--- config.mk ---
export PLATFORM = sky130hd
export DESIGN_NAME = fic_top
export DESIGN_NICKNAME = d
export VERILOG_FILES = /design/src/rtl/fic_pkg.sv /design/src/rtl/fic_ext_irq.sv /design/src/rtl/fic_top.sv
export SDC_FILE = /design/constraint.sdc
export NUM_CORES = 1
export LEC_CHECK = 0
export ABC_AREA = 0
export BUFFER_PORTS_ARGS = -buffer_cell sky130_fd_sc_hd__buf_2
export CORE_MARGIN = 3
export CORE_UTILIZATION = 48
export CTS_CLUSTER_DIAMETER = 80
export DETAILED_ROUTE_END_ITERATION = 16
export HOLD_SLACK_MARGIN = 0.1
export PLACE_DENSITY = 0.81
export SLEW_MARGIN = 20
export SYNTH_ARGS = -nofsm -noshare
export SYNTH_HDL_FRONTEND = slang
export SYNTH_SLANG_ARGS = --single-unit
--- constraint.sdc ---
create_clock -name CLK -period 9.5 [get_ports CLK]
set_input_delay 0.475 -clock CLK [delete_from_list [all_inputs] [get_ports CLK]]
set_output_delay 0.475 -clock CLK [all_outputs]
set_load 0.02 [all_outputs]
--- src/rtl/fic_pkg.sv ---
// Package: constants and types for the four level interrupt controller
package fic_pkg;
  localparam int NSRC = 13;
  // Source index order follows enable/priority bit placement
  localparam int SRC_EXT0  = 0;
  localparam int SRC_TMR0  = 1;
  localparam int SRC_EXT1  = 2;
  localparam int SRC_TMR1  = 3;
  localparam int SRC_UART  = 4;
  localparam int SRC_BROWN = 5;
  localparam int SRC_WDOG  = 6;
  localparam int SRC_TWI   = 7;
  localparam int SRC_KEYP  = 8;
  localparam int SRC_CMP2  = 9;
  localparam int SRC_CONV  = 10;
  localparam int SRC_CMP1  = 11;
  localparam int SRC_BTMO  = 12;
  // Bit positions inside the two enable/priority registers
  localparam int A_EXT0  = 0;
  localparam int A_TMR0  = 1;
  localparam int A_EXT1  = 2;
  localparam int A_TMR1  = 3;
  localparam int A_UART  = 4;
  localparam int A_BROWN = 5;
  localparam int A_WDOG  = 6;
  localparam int A_GATE  = 7;
  localparam int B_TWI   = 0;
  localparam int B_KEYP  = 1;
  localparam int B_CMP2  = 2;
  localparam int B_CONV  = 4;
  localparam int B_CMP1  = 5;
  localparam int B_BTMO  = 7;
  // Vector addresses
  localparam logic [15:0] VEC_EXT0  = 16'h0003;
  localparam logic [15:0] VEC_TMR0  = 16'h000B;
  localparam logic [15:0] VEC_EXT1  = 16'h0013;
  localparam logic [15:0] VEC_TMR1  = 16'h001B;
  localparam logic [15:0] VEC_UART  = 16'h0023;
  localparam logic [15:0] VEC_BROWN = 16'h002B;
  localparam logic [15:0] VEC_TWI   = 16'h0033;
  localparam logic [15:0] VEC_KEYP  = 16'h003B;
  localparam logic [15:0] VEC_CMP2  = 16'h0043;
  localparam logic [15:0] VEC_WDOG  = 16'h0053;
  localparam logic [15:0] VEC_CONV  = 16'h005B;
  localparam logic [15:0] VEC_CMP1  = 16'h0063;
  localparam logic [15:0] VEC_BTMO  = 16'h0073;
  // Power-down wake capable sources
  localparam logic [12:0] WAKE_MASK = 13'h0F65;
  // One machine cycle is six CPU clocks
  localparam int MCYC_CLKS = 6;
  localparam logic [2:0] MCYC_LAST = 3'(MCYC_CLKS - 1);
  localparam logic [2:0] MCYC_RST  = 3'h0;
  localparam logic [7:0] REG_RST   = 8'h00;
  localparam logic [1:0] LVL_RST   = 2'h0;
  typedef logic [1:0] fic_level_t;
  // Controller state: running, or servicing an interrupt
  typedef enum logic [1:0] {
    FIC_RUN  = 2'b00,
    FIC_SERV = 2'b01
  } fic_state_t;
  // Winning request handed to the core
  typedef struct packed {
    logic        valid;
    logic [3:0]  src;
    logic [1:0]  level;
    logic [15:0] vector;
  } fic_req_t;
  // Configuration bundle
  typedef struct packed {
    logic [7:0] en_a;
    logic [7:0] en_b;
    logic [7:0] plo_a;
    logic [7:0] phi_a;
    logic [7:0] plo_b;
    logic [7:0] phi_b;
  } fic_cfg_t;
endpackage

--- src/rtl/fic_ext_irq.sv ---
// External interrupt pin sampler with level or edge trigger
`timescale 1ns/100ps
module fic_ext_irq (
  // Clock and reset
  input  wire logic CLK,
  input  wire logic RESETN,
  // Pin and machine cycle tick
  input  wire logic pin_n,
  input  wire logic mcyc_tick,
  // Control
  input  wire logic edge_select,
  input  wire logic vector_ack,
  // Request flag
  output logic      request_flag
);
  logic sync1;
  logic sync2;
  logic prev_sample;
  logic cur_sample;
  logic edge_seen;
  logic next_flag;

  // Two flops guard against metastability on the asynchronous pin
  always_ff @(posedge CLK or negedge RESETN) begin
    if (!RESETN) begin
      sync1 <= 1'b1;
      sync2 <= 1'b1;
    end else begin
      sync1 <= pin_n;
      sync2 <= sync1;
    end
  end

  // Sample once per machine cycle
  always_ff @(posedge CLK or negedge RESETN) begin
    if (!RESETN) begin
      cur_sample  <= 1'b1;
      prev_sample <= 1'b1;
    end else if (mcyc_tick) begin
      prev_sample <= cur_sample;
      cur_sample  <= sync2;
    end
  end

  // High sample followed by low sample
  assign edge_seen = mcyc_tick & cur_sample & ~sync2; // RQ12

  // Level mode tracks the pin; edge mode sets and is cleared on vectoring,
  // with a new edge winning over the clear
  assign next_flag = !edge_select ? ~cur_sample :               // RQ11 RQ18
                     edge_seen    ? 1'b1 :                      // RQ12
                     vector_ack   ? 1'b0 : request_flag;        // RQ15

  always_ff @(posedge CLK or negedge RESETN) begin
    if (!RESETN) request_flag <= 1'b0;
    else         request_flag <= next_flag; // RQ17
  end
endmodule

--- src/rtl/fic_top.sv ---
// Four level interrupt controller: arbitration, nesting and vectoring
// Function
// RQ1 - Thirteen request sources arbitrated over four priority levels.
// RQ2 - Each source has an enable bit; global gate blocks all.
// RQ3 - Priority level per source from low and high priority registers.
// RQ4 - Only strictly higher level preempts; top level never preempted.
// RQ5 - Simultaneous requests at different levels: higher level first.
// RQ6 - Same level ties broken by polling order only.
// RQ7 - Fixed tie ranking ext0, brownout, watchdog, timer0 ... bus timeout.
// RQ8 - Each source vectors to its own fixed address eight bytes apart.
// RQ9 - Only external, brownout, keypad, comparators, watchdog, converter wake.
// RQ10 - Serial transmit and receive done share one request and vector.
// RQ11 - Trigger select zero: low level on pin raises request.
// RQ12 - Trigger select one: high sample then low sample sets flag.
// RQ13 - Requester holds pin levels at least six CPU clocks.
// RQ14 - Edge mode: pin high one machine cycle, then low one.
// RQ15 - Edge mode flag cleared automatically when CPU vectors.
// RQ16 - Level mode: pin held low until interrupt taken.
// RQ17 - Level mode: pin still low after handler raises another interrupt.
// RQ18 - Level mode flag follows pin; software need not clear.
// RQ19 - Enabled external interrupt wakes device from power-down or idle.
// RQ20 - High bit and low bit form two-bit level, three highest.
`timescale 1ns/100ps
module fic_top (
  // Clock and reset
  input  wire logic            CLK,
  input  wire logic            RESETN,
  // External interrupt pins, active low
  input  wire logic            EXT0_IRQ_PIN_N,
  input  wire logic            EXT1_IRQ_PIN_N,
  // External trigger selects
  input  wire logic            EXT0_EDGE_SELECT,
  input  wire logic            EXT1_EDGE_SELECT,
  // Enable and priority registers
  input  wire logic [7:0]      IRQ_ENABLE_REG_A,
  input  wire logic [7:0]      IRQ_ENABLE_REG_B,
  input  wire logic [7:0]      PRIORITY_LOW_REG_A,
  input  wire logic [7:0]      PRIORITY_HIGH_REG_A,
  input  wire logic [7:0]      PRIORITY_LOW_REG_B,
  input  wire logic [7:0]      PRIORITY_HIGH_REG_B,
  // On-chip peripheral flags, same clock domain
  input  wire logic            TIMER0_OVERFLOW_FLAG,
  input  wire logic            TIMER1_OVERFLOW_FLAG,
  input  wire logic            UART_TX_DONE_FLAG,
  input  wire logic            UART_RX_DONE_FLAG,
  input  wire logic            BROWNOUT_FLAG,
  input  wire logic            TWOWIRE_ATTENTION_FLAG,
  input  wire logic            KEYPAD_FLAG,
  input  wire logic            COMPARATOR1_FLAG,
  input  wire logic            COMPARATOR2_FLAG,
  input  wire logic            WATCHDOG_OVERFLOW_FLAG,
  input  wire logic            CONVERTER_DONE_FLAG,
  input  wire logic            BUS_TIMEOUT_FLAG,
  // Core handshake
  input  wire logic            VECTOR_ACK,
  input  wire logic            HANDLER_RETURN,
  // Outputs to core
  output fic_pkg::fic_req_t    IRQ_REQUEST,
  output logic                 EXT0_REQUEST_FLAG,
  output logic                 EXT1_REQUEST_FLAG,
  output logic                 WAKE_REQUEST,
  output logic [1:0]           ACTIVE_DEPTH
);
  logic [2:0]               mcyc_cnt;
  logic                     mcyc_tick;
  logic                     ext0_flag;
  logic                     ext1_flag;
  logic                     ack0;
  logic                     ack1;
  logic [fic_pkg::NSRC-1:0] pend;
  logic [fic_pkg::NSRC-1:0] enab;
  logic [fic_pkg::NSRC-1:0] live;
  logic [fic_pkg::NSRC-1:0] plo;
  logic [fic_pkg::NSRC-1:0] phi;
  logic [3:0]               active;
  logic [1:0]               depth;
  logic [2:0]               cur_level;
  logic                     any_active;
  fic_pkg::fic_req_t        win;
  fic_pkg::fic_req_t        taken;
  logic [3:0]               next_active;
  logic                     wake;
  logic [1:0]               top_lvl;

  // Machine cycle divider: one tick per six CPU clocks
  always_ff @(posedge CLK or negedge RESETN) begin
    if (!RESETN) mcyc_cnt <= fic_pkg::MCYC_RST;
    else if (mcyc_tick) mcyc_cnt <= fic_pkg::MCYC_RST;
    else mcyc_cnt <= mcyc_cnt + 3'h1;
  end
  assign mcyc_tick = (mcyc_cnt == fic_pkg::MCYC_LAST);

  // Clear of an edge flag happens only when its own vector is taken
  assign ack0 = VECTOR_ACK & IRQ_REQUEST.valid
              & (IRQ_REQUEST.src == 4'(fic_pkg::SRC_EXT0));
  assign ack1 = VECTOR_ACK & IRQ_REQUEST.valid
              & (IRQ_REQUEST.src == 4'(fic_pkg::SRC_EXT1));

  fic_ext_irq u_ext0 (
    .CLK          (CLK),
    .RESETN       (RESETN),
    .pin_n        (EXT0_IRQ_PIN_N),
    .mcyc_tick    (mcyc_tick),
    .edge_select  (EXT0_EDGE_SELECT),
    .vector_ack   (ack0),
    .request_flag (ext0_flag)
  );
  fic_ext_irq u_ext1 (
    .CLK          (CLK),
    .RESETN       (RESETN),
    .pin_n        (EXT1_IRQ_PIN_N),
    .mcyc_tick    (mcyc_tick),
    .edge_select  (EXT1_EDGE_SELECT),
    .vector_ack   (ack1),
    .request_flag (ext1_flag)
  );

  // Gather thirteen sources into source order
  assign pend = {BUS_TIMEOUT_FLAG, COMPARATOR1_FLAG, CONVERTER_DONE_FLAG,
                 COMPARATOR2_FLAG, KEYPAD_FLAG, TWOWIRE_ATTENTION_FLAG,
                 WATCHDOG_OVERFLOW_FLAG, BROWNOUT_FLAG,
                 UART_TX_DONE_FLAG | UART_RX_DONE_FLAG,           // RQ10
                 TIMER1_OVERFLOW_FLAG, ext1_flag,
                 TIMER0_OVERFLOW_FLAG, ext0_flag};                // RQ1

  // Map register bits to sources
  function automatic logic [12:0] pick(input logic [7:0] a,
                                       input logic [7:0] b);
    pick = {b[fic_pkg::B_BTMO], b[fic_pkg::B_CMP1], b[fic_pkg::B_CONV],
            b[fic_pkg::B_CMP2], b[fic_pkg::B_KEYP], b[fic_pkg::B_TWI],
            a[fic_pkg::A_WDOG], a[fic_pkg::A_BROWN], a[fic_pkg::A_UART],
            a[fic_pkg::A_TMR1], a[fic_pkg::A_EXT1], a[fic_pkg::A_TMR0],
            a[fic_pkg::A_EXT0]};
  endfunction

  assign enab = pick(IRQ_ENABLE_REG_A, IRQ_ENABLE_REG_B);         // RQ2
  assign plo  = pick(PRIORITY_LOW_REG_A, PRIORITY_LOW_REG_B);     // RQ3
  assign phi  = pick(PRIORITY_HIGH_REG_A, PRIORITY_HIGH_REG_B);   // RQ3
  assign live = pend & enab
              & {fic_pkg::NSRC{IRQ_ENABLE_REG_A[fic_pkg::A_GATE]}}; // RQ2

  // Vector per source
  function automatic logic [15:0] vec_of(input logic [3:0] s);
    case (s)
      4'h0:    vec_of = fic_pkg::VEC_EXT0;
      4'h1:    vec_of = fic_pkg::VEC_TMR0;
      4'h2:    vec_of = fic_pkg::VEC_EXT1;
      4'h3:    vec_of = fic_pkg::VEC_TMR1;
      4'h4:    vec_of = fic_pkg::VEC_UART;
      4'h5:    vec_of = fic_pkg::VEC_BROWN;
      4'h6:    vec_of = fic_pkg::VEC_WDOG;
      4'h7:    vec_of = fic_pkg::VEC_TWI;
      4'h8:    vec_of = fic_pkg::VEC_KEYP;
      4'h9:    vec_of = fic_pkg::VEC_CMP2;
      4'hA:    vec_of = fic_pkg::VEC_CONV;
      4'hB:    vec_of = fic_pkg::VEC_CMP1;
      default: vec_of = fic_pkg::VEC_BTMO;
    endcase // RQ8
  endfunction

  // Tie ranking, position 0 polled first
  function automatic logic [3:0] rank_src(input int r);
    case (r)
      0:       rank_src = 4'(fic_pkg::SRC_EXT0);
      1:       rank_src = 4'(fic_pkg::SRC_BROWN);
      2:       rank_src = 4'(fic_pkg::SRC_WDOG);
      3:       rank_src = 4'(fic_pkg::SRC_TMR0);
      4:       rank_src = 4'(fic_pkg::SRC_TWI);
      5:       rank_src = 4'(fic_pkg::SRC_CONV);
      6:       rank_src = 4'(fic_pkg::SRC_EXT1);
      7:       rank_src = 4'(fic_pkg::SRC_KEYP);
      8:       rank_src = 4'(fic_pkg::SRC_CMP1);
      9:       rank_src = 4'(fic_pkg::SRC_TMR1);
      10:      rank_src = 4'(fic_pkg::SRC_CMP2);
      11:      rank_src = 4'(fic_pkg::SRC_UART);
      default: rank_src = 4'(fic_pkg::SRC_BTMO);
    endcase // RQ7
  endfunction

  // Highest level wins; within a level the first in polling order wins.
  // Scanning in reverse rank with >= lets earlier rank overwrite on ties.
  always_comb begin
    logic [3:0] s;
    logic [1:0] l;
    s   = 4'h0;
    l   = 2'h0;
    win = '0;
    for (int r = fic_pkg::NSRC - 1; r >= 0; r--) begin
      s = rank_src(r);
      l = {phi[s], plo[s]};                                       // RQ20
      if (live[s] && (!win.valid || l >= win.level)) begin        // RQ5 RQ6
        win.valid = 1'b1;
        win.src   = s;
        win.level = l;
      end
    end
    win.vector = vec_of(win.src);                                 // RQ8
  end

  // Top live level, found apart from the scan so the scan can be checked
  assign top_lvl = {|(live & phi),
                    |(live & phi) ? |(live & phi & plo) : |(live & plo)};

  // Nesting: one active bit per level; current level is the top one set
  assign any_active = |active;
  assign cur_level  = active[3] ? 3'h3 : active[2] ? 3'h2 :
                      active[1] ? 3'h1 : 3'h0;
  assign depth      = 2'(active[0] + active[1] + active[2] + active[3]);

  // Offer only a strictly higher level than the one in service
  always_comb begin
    taken = win;
    if (any_active && ({1'b0, win.level} <= cur_level))
      taken.valid = 1'b0;                                         // RQ4
  end

  // Take on ack; return clears the highest active level
  always_comb begin
    next_active = active;
    if (HANDLER_RETURN) begin
      if (active[3])      next_active[3] = 1'b0;
      else if (active[2]) next_active[2] = 1'b0;
      else if (active[1]) next_active[1] = 1'b0;
      else                next_active[0] = 1'b0;
    end
    if (VECTOR_ACK && IRQ_REQUEST.valid)
      next_active[IRQ_REQUEST.level] = 1'b1;                      // RQ4
  end

  // Pending wake-capable source, enabled, ignoring the global gate
  assign wake = |(pend & enab & fic_pkg::WAKE_MASK);              // RQ9 RQ19

  // A request withdrawn or outranked is dropped; after an ack the offer
  // is blanked for one cycle so the same source is not offered twice.
  always_ff @(posedge CLK or negedge RESETN) begin
    if (!RESETN) begin
      active            <= 4'h0;
      IRQ_REQUEST       <= '0;
      EXT0_REQUEST_FLAG <= 1'b0;
      EXT1_REQUEST_FLAG <= 1'b0;
      WAKE_REQUEST      <= 1'b0;
      ACTIVE_DEPTH      <= fic_pkg::LVL_RST;
    end else begin
      active            <= next_active;
      IRQ_REQUEST       <= (VECTOR_ACK && IRQ_REQUEST.valid) ? '0 : taken;
      EXT0_REQUEST_FLAG <= ext0_flag;
      EXT1_REQUEST_FLAG <= ext1_flag;
      WAKE_REQUEST      <= wake;
      ACTIVE_DEPTH      <= depth;
    end
  end
endmodule

==> metrics.txt, run 1 <==
outcome=finished with violations; failing checks=negative setup slack; slowest stage delay, CP=0.38 ns; synth cell count leaders=nand2_1, a21oi_1, inv_1; die height=87.3 um; Top FF cell, synth=dfrtp_1; dpl ws=-5.14 ns; synthesized area per cell=8.67 um^2; CTS tree=built; Longest Clk Path Bufs=2; Final Cycle Share=152%; Die X=87.3 um; dpl hpwl=7.86 mm; final RePlAce weighted congestion=0.919; Synth-to-Final Area Change=75.9%; initial antenna violation count=0; Gate Count Post-Synth=366; largest cells by area after synthesis=dfrtp_1, ha_1, a21oi_1; Inserted Clock Buffers=5; Pleak=2.73 nW; max-slew violations=0; combinational power share=59.0%; final setup fails=11; Port Buf Inserts=77; Max Freq=69.1 MHz; yosys warns=0; dpl cell area=4630 um^2; Synth Cell Area=3170 um^2; Cell Pwr Density=144 nW/um^2; Post-Place Cells=621; drt pass-1 iters=7; worst reg2reg endpoint=IRQ_REQUEST[6]$_DFF_PN0_; fin crit period=14.46 ns; GRT Overall Usage=33.4%; CTS clk-pin slew, worst paths=0.08 ns; Synth top area share=20.5%; switching share of total power=42.7%; Crit Path Max Fanout=5; final WL=15.7 mm; Worst IR Drop VDD=280 uV; RSZ-0062 raised after global routing=yes; CTS root buf=clkbuf_8; slowest CP cell=or3_4; setup slack on the worst flop-to-flop path=0 ns; CP endpoint kind=register; number of synthesized flops with an enable pin=0; gr ovfl total=0; Setup CP Type=in -> reg; Final Non-Filler Cells=691; DR vias/cell=6.47; sequential power share=24.2%; Max H-tree Level=2; largest area contributor in the netlist=dfrtp_1; Fin. Hold Viols=0; Critical Path Start Type=input pin; max_cap viols=0; CP arrival=14.65 ns; max_slew headroom=52.8%; Initial Util=49.7%; Final ANT Viol Nets=0; Reg2Reg Depth=52; routed via count=4469; drt initial violations=454; clock sink count=32; Synth Register Bits=32; DRC Markers=0; most frequent CP cell=nand2b_4; Clock Skew=0.0139 ns; fin area=5580 um^2; Row Count=29; most numerous cell in the Yosys netlist=nand2_1; Clk pwr share=16.8%; sequential area share after synthesis=25.5%; fraction of registers with async set/reset=100%; I/O pin total=96; Yosys cell types=80; wire per inst=22.7 um; Worst Path Required=9.69 ns; Skew-Pair Late Insertion Delay=0.29 ns; Inserted Diodes=0; layout cell share with drive strength beyond 1=61.7%; path type of the worst min-delay path=in -> async; Net Switching=0.343 mW; worst setup margin=-4.96 ns; Slew @ Worst Pin=0.709 ns; largest net degree at the start of global routing=33; internal power=0.461 mW; die outline area=7620 um^2; core area=6390 um^2; first-pass GRT wire length=20.0 mm; Crit Reg-Reg Startpoint=u_ext1.request_flag$_DFFE_PN0P_; Nets=709; vias in the first global route=4232
[routing by layer]
layer	GRT usage (%)	part of all wire, %	vias to the layer above
li1	-	-	1824
met1	35.8	33	2091
met2	61.9	49	385
met3	5.01	8.6	169
met4	17.7	9.0	0
met5	0	0	-
[per-stage QoR]
| stage | hold slack (ns) | power [mW] | setup TNS [ns] | util, % |
|---|---|---|---|---|
| 5_1_grt | 0.260 | 0.834 | -56.99 | 87.4 |
| 4_1_cts | 0.257 | 0.712 | -44.85 | 82.5 |
| 3_5_place_dp | 0.347 | 0.524 | -52.84 | 72.6 |
| 3_3_place_gp | 0.346 | 0.508 | -48.12 | 72.6 |
| 6_report | 0.235 | 0.804 | -50.51 | 87.4 |
| 2_1_floorplan | 0.179 | 0.392 | -45.32 | - |
[final cells by class]
type                    count  area, um^2
multi-input cells         294        2710
repair buffers            250        1740
flip-flops and latches     32         808
fillers                   266         803
inverters                  30         115
well taps                  77        96.3
clock buffers               6        72.6
clock inverters             2        35.0
[how the worst max path moves through the flow]
stage | cells past startpoint | endpoint | start
after detailed placement | 87 | IRQ_REQUEST[22]$_DFF_PN0_ | BUS_TIMEOUT_FLAG
after floorplan | 84 | IRQ_REQUEST[6]$_DFF_PN0_ | IRQ_ENABLE_REG_A[7]
after global routing | 85 | IRQ_REQUEST[6]$_DFF_PN0_ | IRQ_ENABLE_REG_B[7]
final | 84 | IRQ_REQUEST[6]$_DFF_PN0_ | IRQ_ENABLE_REG_B[7]
after CTS | 85 | IRQ_REQUEST[22]$_DFF_PN0_ | IRQ_ENABLE_REG_B[7]
after global placement | 85 | IRQ_REQUEST[22]$_DFF_PN0_ | BUS_TIMEOUT_FLAG
[power by group through the flow]
stage,registers [mW],logic (mW),clock network [mW]
5_1_grt,0.194,0.500,0.140
3_3_place_gp,0.186,0.322,0
4_1_cts,0.186,0.397,0.129
2_1_floorplan,0.211,0.181,0
6_report,0.194,0.474,0.135
3_5_place_dp,0.187,0.336,0
[sequential cells by signal, summed over array words and instances (netlist names), 2 cells and up]
name	cells
IRQ_REQUEST	12
active	4
mcyc_cnt	3
ACTIVE_DEPTH	2
[cells by family (layout without fill, tap and decap cells)]
| kind of cell | Yosys count | in the layout | synth area share, % |
|---|---|---|---|
| muxes | 9 | 9 | 3.31 |
| adders and majority gates | 28 | 28 | 11.3 |
| DFF | 32 | 32 | 25.5 |
| and+or+nand+nor | 124 | 124 | 21.0 |
| xor gates and xnor gates | 2 | 2 | 0.552 |
| buffers and inverters | 49 | 288 | 7.76 |
| other | 1 | 10 | 0.118 |
| AOI/OAI and AO/OA | 121 | 121 | 30.5 |
[what timing repair did]
action                     4_1_cts  5_1_grt
hold buffers                     0        0
hold endpoints to repair         0        0
setup endpoints to repair       11       11
pin swaps                       57       32
buffers inserted                39       23
resized for setup               50       29
[critical path: cells and delay by family]
| family | cells | cell delay (ns) |
|---|---|---|
| AO/OA/AOI/OAI | 39 | 6.20 |
| AND/OR/NAND/NOR | 25 | 3.69 |
| multiplexers | 3 | 0.70 |
| buffers and inverters | 5 | 0.48 |
| adder cells (fa/ha/maj) | 12 | 3.08 |
[cells in the final DEF (no fill, tap or decap), types with 7 or more instances in the layout]
master    count
o21ai_2       8
dfrtp_1      26
a21o_1        8
buf_2        75
a21oi_1      15
conb_1       10
nand2b_4     12
a21oi_2      14
nor2_1       15
buf_6        14
buf_4       161
o21ai_0      11
ha_1         19
nand2_1      30
inv_1        24
and3_1        7
nand3_1      11
Power figures use the tool's default switching activity.
==> inputs of run 2 (changes only) <==
Settings changed: BUFFER_PORTS_ARGS -buffer_cell sky130_fd_sc_hd__buf_2 to unset, CORE_UTILIZATION 48 to 59, DONT_BUFFER_PORTS set to 1.
==> run 2 against run 1 <==
  * The flow now stops in global routing (5_1_grt)
  * Synthesized cell count unchanged
  * Synthesized area unchanged
==> metrics.txt, run 2 <==
synth cell count leaders=nand2_1, a21oi_1, inv_1; largest net degree at the start of global routing=33; post-GRT worst EP=IRQ_REQUEST[22]$_DFF_PN0_/D; Yosys cell types=80; mux cell area share after synthesis=3.31%; Synth top area share=20.5%; Inserted Clock Buffers=5; Initial Util=61.8%; Die X=79.4 um; gr ovfl total=265; Port Buf Inserts=0; die height=79.4 um; main combinational cell family by area after synthesis=compound AO/OA/AOI/OAI gates; GRT Overall Usage=86.2%; sequential area share after synthesis=25.5%; adder-cell share of the synthesized area=11.3%; most numerous cell in the Yosys netlist=nand2_1; Post-Synth XOR/XNOR Area=0.552%; Post-Synth Simple-Gate Area=21.0%; largest cells by area after synthesis=dfrtp_1, ha_1, a21oi_1; clock sink count=32; stop err=[ERROR GRT-0232] Routing congestion too high. Check the congestion heatmap in the GUI.; outcome=aborted with a tool error; I/O pin total=96; dpl hpwl=7.02 mm; Gate Count Post-Synth=366; final RePlAce weighted congestion=0.952; Max H-tree Level=2; Synth Register Bits=32; CTS root buf=clkbuf_8; Halt Stage=global routing (5_1_grt); largest area contributor in the netlist=dfrtp_1; Synth Cell Area=3170 um^2; yosys warns=0; number of synthesized flops with an enable pin=0; post-synthesis compound-gate area fraction=30.5%; Top FF cell, synth=dfrtp_1; Longest Clk Path Bufs=2; fraction of registers with async set/reset=100%; dpl cell area=4060 um^2; Row Count=26; synthesized area per cell=8.67 um^2; WEP type=register data pin
-- run 2: cell counts after synthesis --
No cell type changed its count.
-- run 2: per-stage QoR --
stage          util (%)  setup slack, ns  cells  hold WS (ns)  setup TNS (ns)
2_1_floorplan         -            -4.52    375         0.179          -45.32
3_3_place_gp       79.0            -4.50    513         0.180          -46.25
3_5_place_dp       79.0            -4.90    513         0.180          -50.19
4_1_cts            91.5            -4.17    565         0.181          -43.11
-- run 2: logic make-up after synthesis --
family | after synthesis
simple gates | 124
compound gates | 121
buf+inv | 49
flops | 32
fa+ha+maj | 28
mux | 9
xor+xnor | 2
other cells | 1
-- run 2: layer usage --
layer | GRT overflow | global-route usage (%)
met1 | 1 | 81.4
met2 | 211 | 113
met3 | 1 | 64.4
met4 | 52 | 88.8
met5 | 0 | 19.1
-- run 2: timing repair --
action                                  4_1_cts
hold buffers                                  2
endpoints found under the setup margin       11
hold endpoints to repair                     32
buffers inserted                             42
pin swaps                                    60
gates resized for setup                      44
==> inputs of run 3 (changes only) <==
Settings changed: CORE_UTILIZATION 59 to 40, CTS_CLUSTER_DIAMETER 80 to unset, HOLD_SLACK_MARGIN 0.1 to unset, PLACE_DENSITY 0.81 to unset, PLACE_DENSITY_LB_ADDON set to 0.15.
Clock period 9.5 ns to 12.3 ns, I/O delays scaled along.
==> run 3 against run 2 <==
  * The flow now finishes, with violations (negative setup slack)
==> metrics.txt, run 3 (synthesis gave the netlist of run 1 again) <==
Port Buf Inserts=0; most frequent cells in the layout=buf_4, nand2_1, dfrtp_1; switching share of total power=38.5%; worst setup margin=-1.61 ns; Critical Path Start Type=input pin; Clock Skew=0.00595 ns; initial antenna violation count=0; RSZ-0062 raised after global routing=yes; CP arrival=14.12 ns; failing checks=negative setup slack; fin crit period=13.91 ns; routed via count=3157; outcome=finished with violations; Longest Clk Path Bufs=2; most frequent CP cell=nand2b_4; max-slew violations=0; gr ovfl total=0; CTS root buf=clkbuf_8; Crit Path Max Fanout=5; dpl hpwl=7.14 mm; clock sink count=32; Initial Util=42.4%; CTS tree=built; layout cell share with drive strength beyond 1=48.3%; slowest stage delay, CP=0.40 ns; sequential power share=34.1%; Skew-Pair Late Insertion Delay=0.28 ns; Inserted Diodes=0; Die X=95.1 um; critical path buffer and inverter count=3; largest net degree at the start of global routing=33; commonest non-fill, non-tap cell in the layout=buf_4; max_slew headroom=53.8%; crit-path leading delay family=compound AO/OA/AOI/OAI gates; Clk pwr share=17.4%; DR vias/cell=5.47; GRT Overall Usage=20.4%; setup slack on the worst flop-to-flop path=3.28 ns; CP endpoint kind=register; Largest Register=IRQ_REQUEST; drt initial violations=146; Net Switching=0.190 mW; Max H-tree Level=2; internal power=0.304 mW; final setup fails=11; Worst Path Required=12.51 ns; worst reg2reg endpoint=IRQ_REQUEST[6]$_DFF_PN0_; Crit Reg-Reg Startpoint=u_ext1.request_flag$_DFFE_PN0P_; max_cap viols=0; Cell Pwr Density=106 nW/um^2; Inserted Clock Buffers=5; wire per inst=16.0 um; dpl ws=-2.30 ns; Fin. Hold Viols=0; first-pass GRT wire length=14.8 mm; slowest CP cell=or3_4; Row Count=31; combinational power share=48.5%; DRC Markers=0; vias in the first global route=3155; Filler cells=653; Pwr Total=0.495 mW; die outline area=9040 um^2; Synth-to-Final Area Change=47.2%; final RePlAce weighted congestion=0.876; drt pass-1 iters=4; Final Cycle Share=113%; top flop regs=IRQ_REQUEST x12, active x4, mcyc_cnt x3; die height=95.1 um; max reg flops=12; Slew @ Worst Pin=0.693 ns; path type of the worst min-delay path=in -> async; I/O pin total=96; Setup CP Type=in -> reg; Max Freq=71.9 MHz; final WL=9.24 mm; core area=7490 um^2; Reg2Reg Depth=52; Worst IR Drop VDD=81.0 uV; CTS clk-pin slew, worst paths=0.07 ns; Nets=573; Final ANT Viol Nets=0; Pleak=2.12 nW
## run 3: worst max-delay path by stage
| stage | startpoint | end | slack, ns | cells after the start |
|---|---|---|---|---|
| 2_1_floorplan | IRQ_ENABLE_REG_A[7] | IRQ_REQUEST[6]$_DFF_PN0_ | -1.86 | 84 |
| 3_5_place_dp | BUS_TIMEOUT_FLAG | IRQ_REQUEST[22]$_DFF_PN0_ | -2.30 | 87 |
| 5_1_grt | BUS_TIMEOUT_FLAG | IRQ_REQUEST[22]$_DFF_PN0_ | -2.44 | 85 |
| 4_1_cts | BUS_TIMEOUT_FLAG | IRQ_REQUEST[22]$_DFF_PN0_ | -1.56 | 84 |
| 3_3_place_gp | BUS_TIMEOUT_FLAG | IRQ_REQUEST[22]$_DFF_PN0_ | -1.92 | 87 |
| 6_report | BUS_TIMEOUT_FLAG | IRQ_REQUEST[6]$_DFF_PN0_ | -1.61 | 83 |
## run 3: final cells by class
cell class / count / area [um^2] / area share (%)
multi-input cells: 294 / 2650 / 56.6
repair buffers: 114 / 878 / 18.8
flip-flops and latches: 32 / 808 / 17.3
well taps: 99 / 124 / 2.65
inverters: 30 / 115 / 2.46
clock buffers: 8 / 100 / 2.14
## run 3: what timing repair did
item                       in CTS  in global routing
setup endpoints to repair      11                 11
pin swaps                      53                 35
hold buffers                    0                  0
buffers inserted               28                 10
resized for setup              31                 26
cloned                          0                  0
## run 3: power by group through the flow
stage                     logic, mW  clock network, mW  registers, mW
after floorplan               0.140                  0          0.163
after global placement        0.185                  0          0.171
after detailed placement      0.189                  0          0.172
after CTS                     0.221             0.0886          0.170
after global routing          0.266             0.0935          0.172
final                         0.240             0.0862          0.169
## run 3: metrics by stage
stage	hold WS [ns]	setup TNS (ns)	util (%)	cells	area, um^2
after detailed placement	0.320	-21.60	53.6	531	4010
after global routing	0.00945	-23.91	62.4	577	4670
final	0.0293	-14.97	62.4	577	4670
after global placement	0.320	-17.78	53.6	531	4010
after floorplan	0.319	-16.06	-	375	3470
after CTS	0.0196	-14.07	59.7	567	4470
## run 3: layer usage
layer | wire length (um) | track usage [%]
met1 | 4100 | 27.2
met4 | 95 | 3.85
met3 | 577 | 4.34
met5 | 0 | 0
met2 | 4470 | 34.2
## run 3: worst register-to-register path, delay by kind of cell (launching register included)
kind	cells	cell delay, ns
AOI/OAI and AO/OA	24	3.37
adders and majority gates	6	1.52
buffers and inverters	3	0.31
DFF	1	0.51
muxes	2	0.49
and+or+nand+nor	17	2.73
==> inputs of run 4 (changes only) <==
Settings changed: CELL_PAD_IN_SITES_DETAIL_PLACEMENT set to 0, CELL_PAD_IN_SITES_GLOBAL_PLACEMENT set to 1.
==> run 4 against run 3 <==
  * The flow still finishes with violations (negative setup slack)
  * Worst hold slack worse by 0.0085 ns
  * Total power is 1.7% lower
  * Global-route usage is 0.61 points higher
  * Sequential cell count stayed put
  * Critical endpoint unchanged
  * Register-to-register slack better by 0.04 ns
  * Die area stayed put
  * Cell count is 0.52% higher
  * Final area is 0.51% lower
  * Clock power is 11% lower
  * Sequential power hardly changed
  * Maximum frequency is 0.64% higher
  * Via count is 0.44% higher
==> metrics.txt, run 4 (synthesis gave the netlist of run 1 again) <==
fin crit period=13.82 ns; DRC Markers=0; setup slack on the worst flop-to-flop path=3.32 ns; Final Cycle Share=112%; Fin. Hold Viols=0; routed via count=3171; Inserted Clock Buffers=5; Port Buf Inserts=0; Skew-Pair Late Insertion Delay=0.28 ns; hold-fix buffers at CTS=0; Crit Path Max Fanout=4; flip-flop and latch area=808 um^2; CTS clk-pin slew, worst paths=0.07 ns; max-slew violations=0; crit-path leading delay family=compound AO/OA/AOI/OAI gates; die height=95.1 um; CTS root buf=clkbuf_8; Longest Clk Path Bufs=2; drt initial violations=88; Multi-input gate area=2600 um^2; Max H-tree Level=2; layout cell share with drive strength beyond 1=49.3%; CTS tree=built; max reg flops=12; final RePlAce weighted congestion=0.828; crit path capture=IRQ_REQUEST[6]$_DFF_PN0_; final WL=9.38 mm; max_slew headroom=49.7%; drt pass-1 iters=4; DR vias/cell=5.47; slowest stage delay, CP=0.36 ns; Die X=95.1 um; CP arrival=14.04 ns; failing checks=negative setup slack; Hold WS=0.0208 ns; Synth-to-Final Area Change=46.4%; Critical Path Start Type=input pin; Crit Reg-Reg Startpoint=u_ext1.request_flag$_DFFE_PN0P_; final setup fails=11; RSZ-0062 raised after global routing=yes; I/O pin total=96; Pleak=2.13 nW; CP endpoint kind=register; top flop regs=IRQ_REQUEST x12, active x4, mcyc_cnt x3; first-pass GRT wire length=15.1 mm; Clock Skew=0.00836 ns; Final ANT Viol Nets=0; Cell Pwr Density=105 nW/um^2; core area=7490 um^2; Worst IR Drop VDD=54.2 uV; most frequent cells in the layout=buf_4, nand2_1, dfrtp_1, inv_1, ha_1; Worst Path Required=12.52 ns; path type of the worst min-delay path=in -> async; Row Count=31; vias in the first global route=3170; Largest Register=IRQ_REQUEST; largest net degree at the start of global routing=33; Max Freq=72.3 MHz; slowest CP cell=or3_4; Initial Util=42.4%; commonest non-fill, non-tap cell in the layout=buf_4; Filler cells=661; Slew @ Worst Pin=0.755 ns; wire per inst=16.2 um; worst setup margin=-1.52 ns; dpl hpwl=7.39 mm; setup_tns=-14.43 ns; clock sink count=32; die outline area=9040 um^2; Nets=576; initial antenna violation count=0; Worst Setup SP=BUS_TIMEOUT_FLAG; worst reg2reg endpoint=IRQ_REQUEST[6]$_DFF_PN0_; Inserted Diodes=0; GRT Overall Usage=21.0%; number of cells on the critical path=87; max_cap viols=0; Reg2Reg Depth=56; gr ovfl total=0; outcome=finished with violations; Setup CP Type=in -> reg; critical path buffer and inverter count=13
==> run 4: changes by cell type in the layout (fill, tap and decap cells not counted), sizes merged <==
cell	delta
buf	+3
clkbuf	-1
clkinv	+1
==> run 4: area by class of cell <==
| class | instances | area share, % |
|---|---|---|
| Clock buffer | 7 | 1.64 |
| Inverter | 30 | 2.42 |
| Timing Repair Buffer | 117 | 19.9 |
| Clock inverter | 1 | 0.108 |
| Multi-Input combinational cell | 294 | 55.9 |
| Tap cell | 99 | 2.66 |
| Sequential cell | 32 | 17.4 |
==> run 4: worst register-to-register path: cells and delay by family (launching register included) <==
| kind | cells | cell delay, ns |
|---|---|---|
| compound gates | 20 | 2.68 |
| buf+inv | 13 | 1.51 |
| simple gates | 16 | 2.49 |
| flops | 1 | 0.51 |
| mux | 1 | 0.26 |
| fa+ha+maj | 6 | 1.48 |
==> run 4: worst min path at each step <==
stage	slack, ns	endpoint	cells past startpoint
5_1_grt	0.003	IRQ_REQUEST[6]$_DFF_PN0_	0
2_1_floorplan	0.32	ACTIVE_DEPTH[0]$_DFF_PN0_	0
4_1_cts	0.008	IRQ_REQUEST[21]$_DFF_PN0_	0
6_report	0.02	IRQ_REQUEST[6]$_DFF_PN0_	0
3_3_place_gp	0.32	mcyc_cnt[2]$_DFF_PN0_	0
3_5_place_dp	0.32	u_ext0.request_flag$_DFFE_PN0P_	0
==> run 4: stage by stage <==
stage | utilization (%) | std cells | area [um^2] | power [mW] | setup WS (ns)
2_1_floorplan | - | 375 | 3470 | 0.303 | -1.86
3_3_place_gp | 53.3 | 528 | 3990 | 0.358 | -1.91
3_5_place_dp | 53.3 | 528 | 3990 | 0.363 | -2.27
4_1_cts | 59.9 | 570 | 4490 | 0.475 | -1.56
5_1_grt | 62.1 | 580 | 4650 | 0.520 | -2.26
6_report | 62.1 | 580 | 4650 | 0.487 | -1.52
==> run 4: per-layer routing <==
metal / vias up / part of all wire [%] / track usage (%) / wire (um)
met1: 1543 / 44 / 27.7 / 4170
met5: - / 0 / 0 / 0
met4: 0 / 0.83 / 4.21 / 78
met2: 70 / 50 / 36.2 / 4660
met3: 7 / 5.0 / 3.55 / 473
li1: 1551 / - / - / -
==> run 4: what timing repair did <==
| action | in CTS | in global routing |
|---|---|---|
| setup buffers | 34 | 10 |
| pin swaps | 45 | 22 |
| endpoints found under the setup margin | 11 | 11 |
| resized for setup | 36 | 24 |
==> run 4: power breakdown <==
group	internal, mW	switching, mW	leakage (nW)
combinational	0.126	0.115	1.70
clock	0.0396	0.0369	0.0422
sequential	0.129	0.0403	0.385
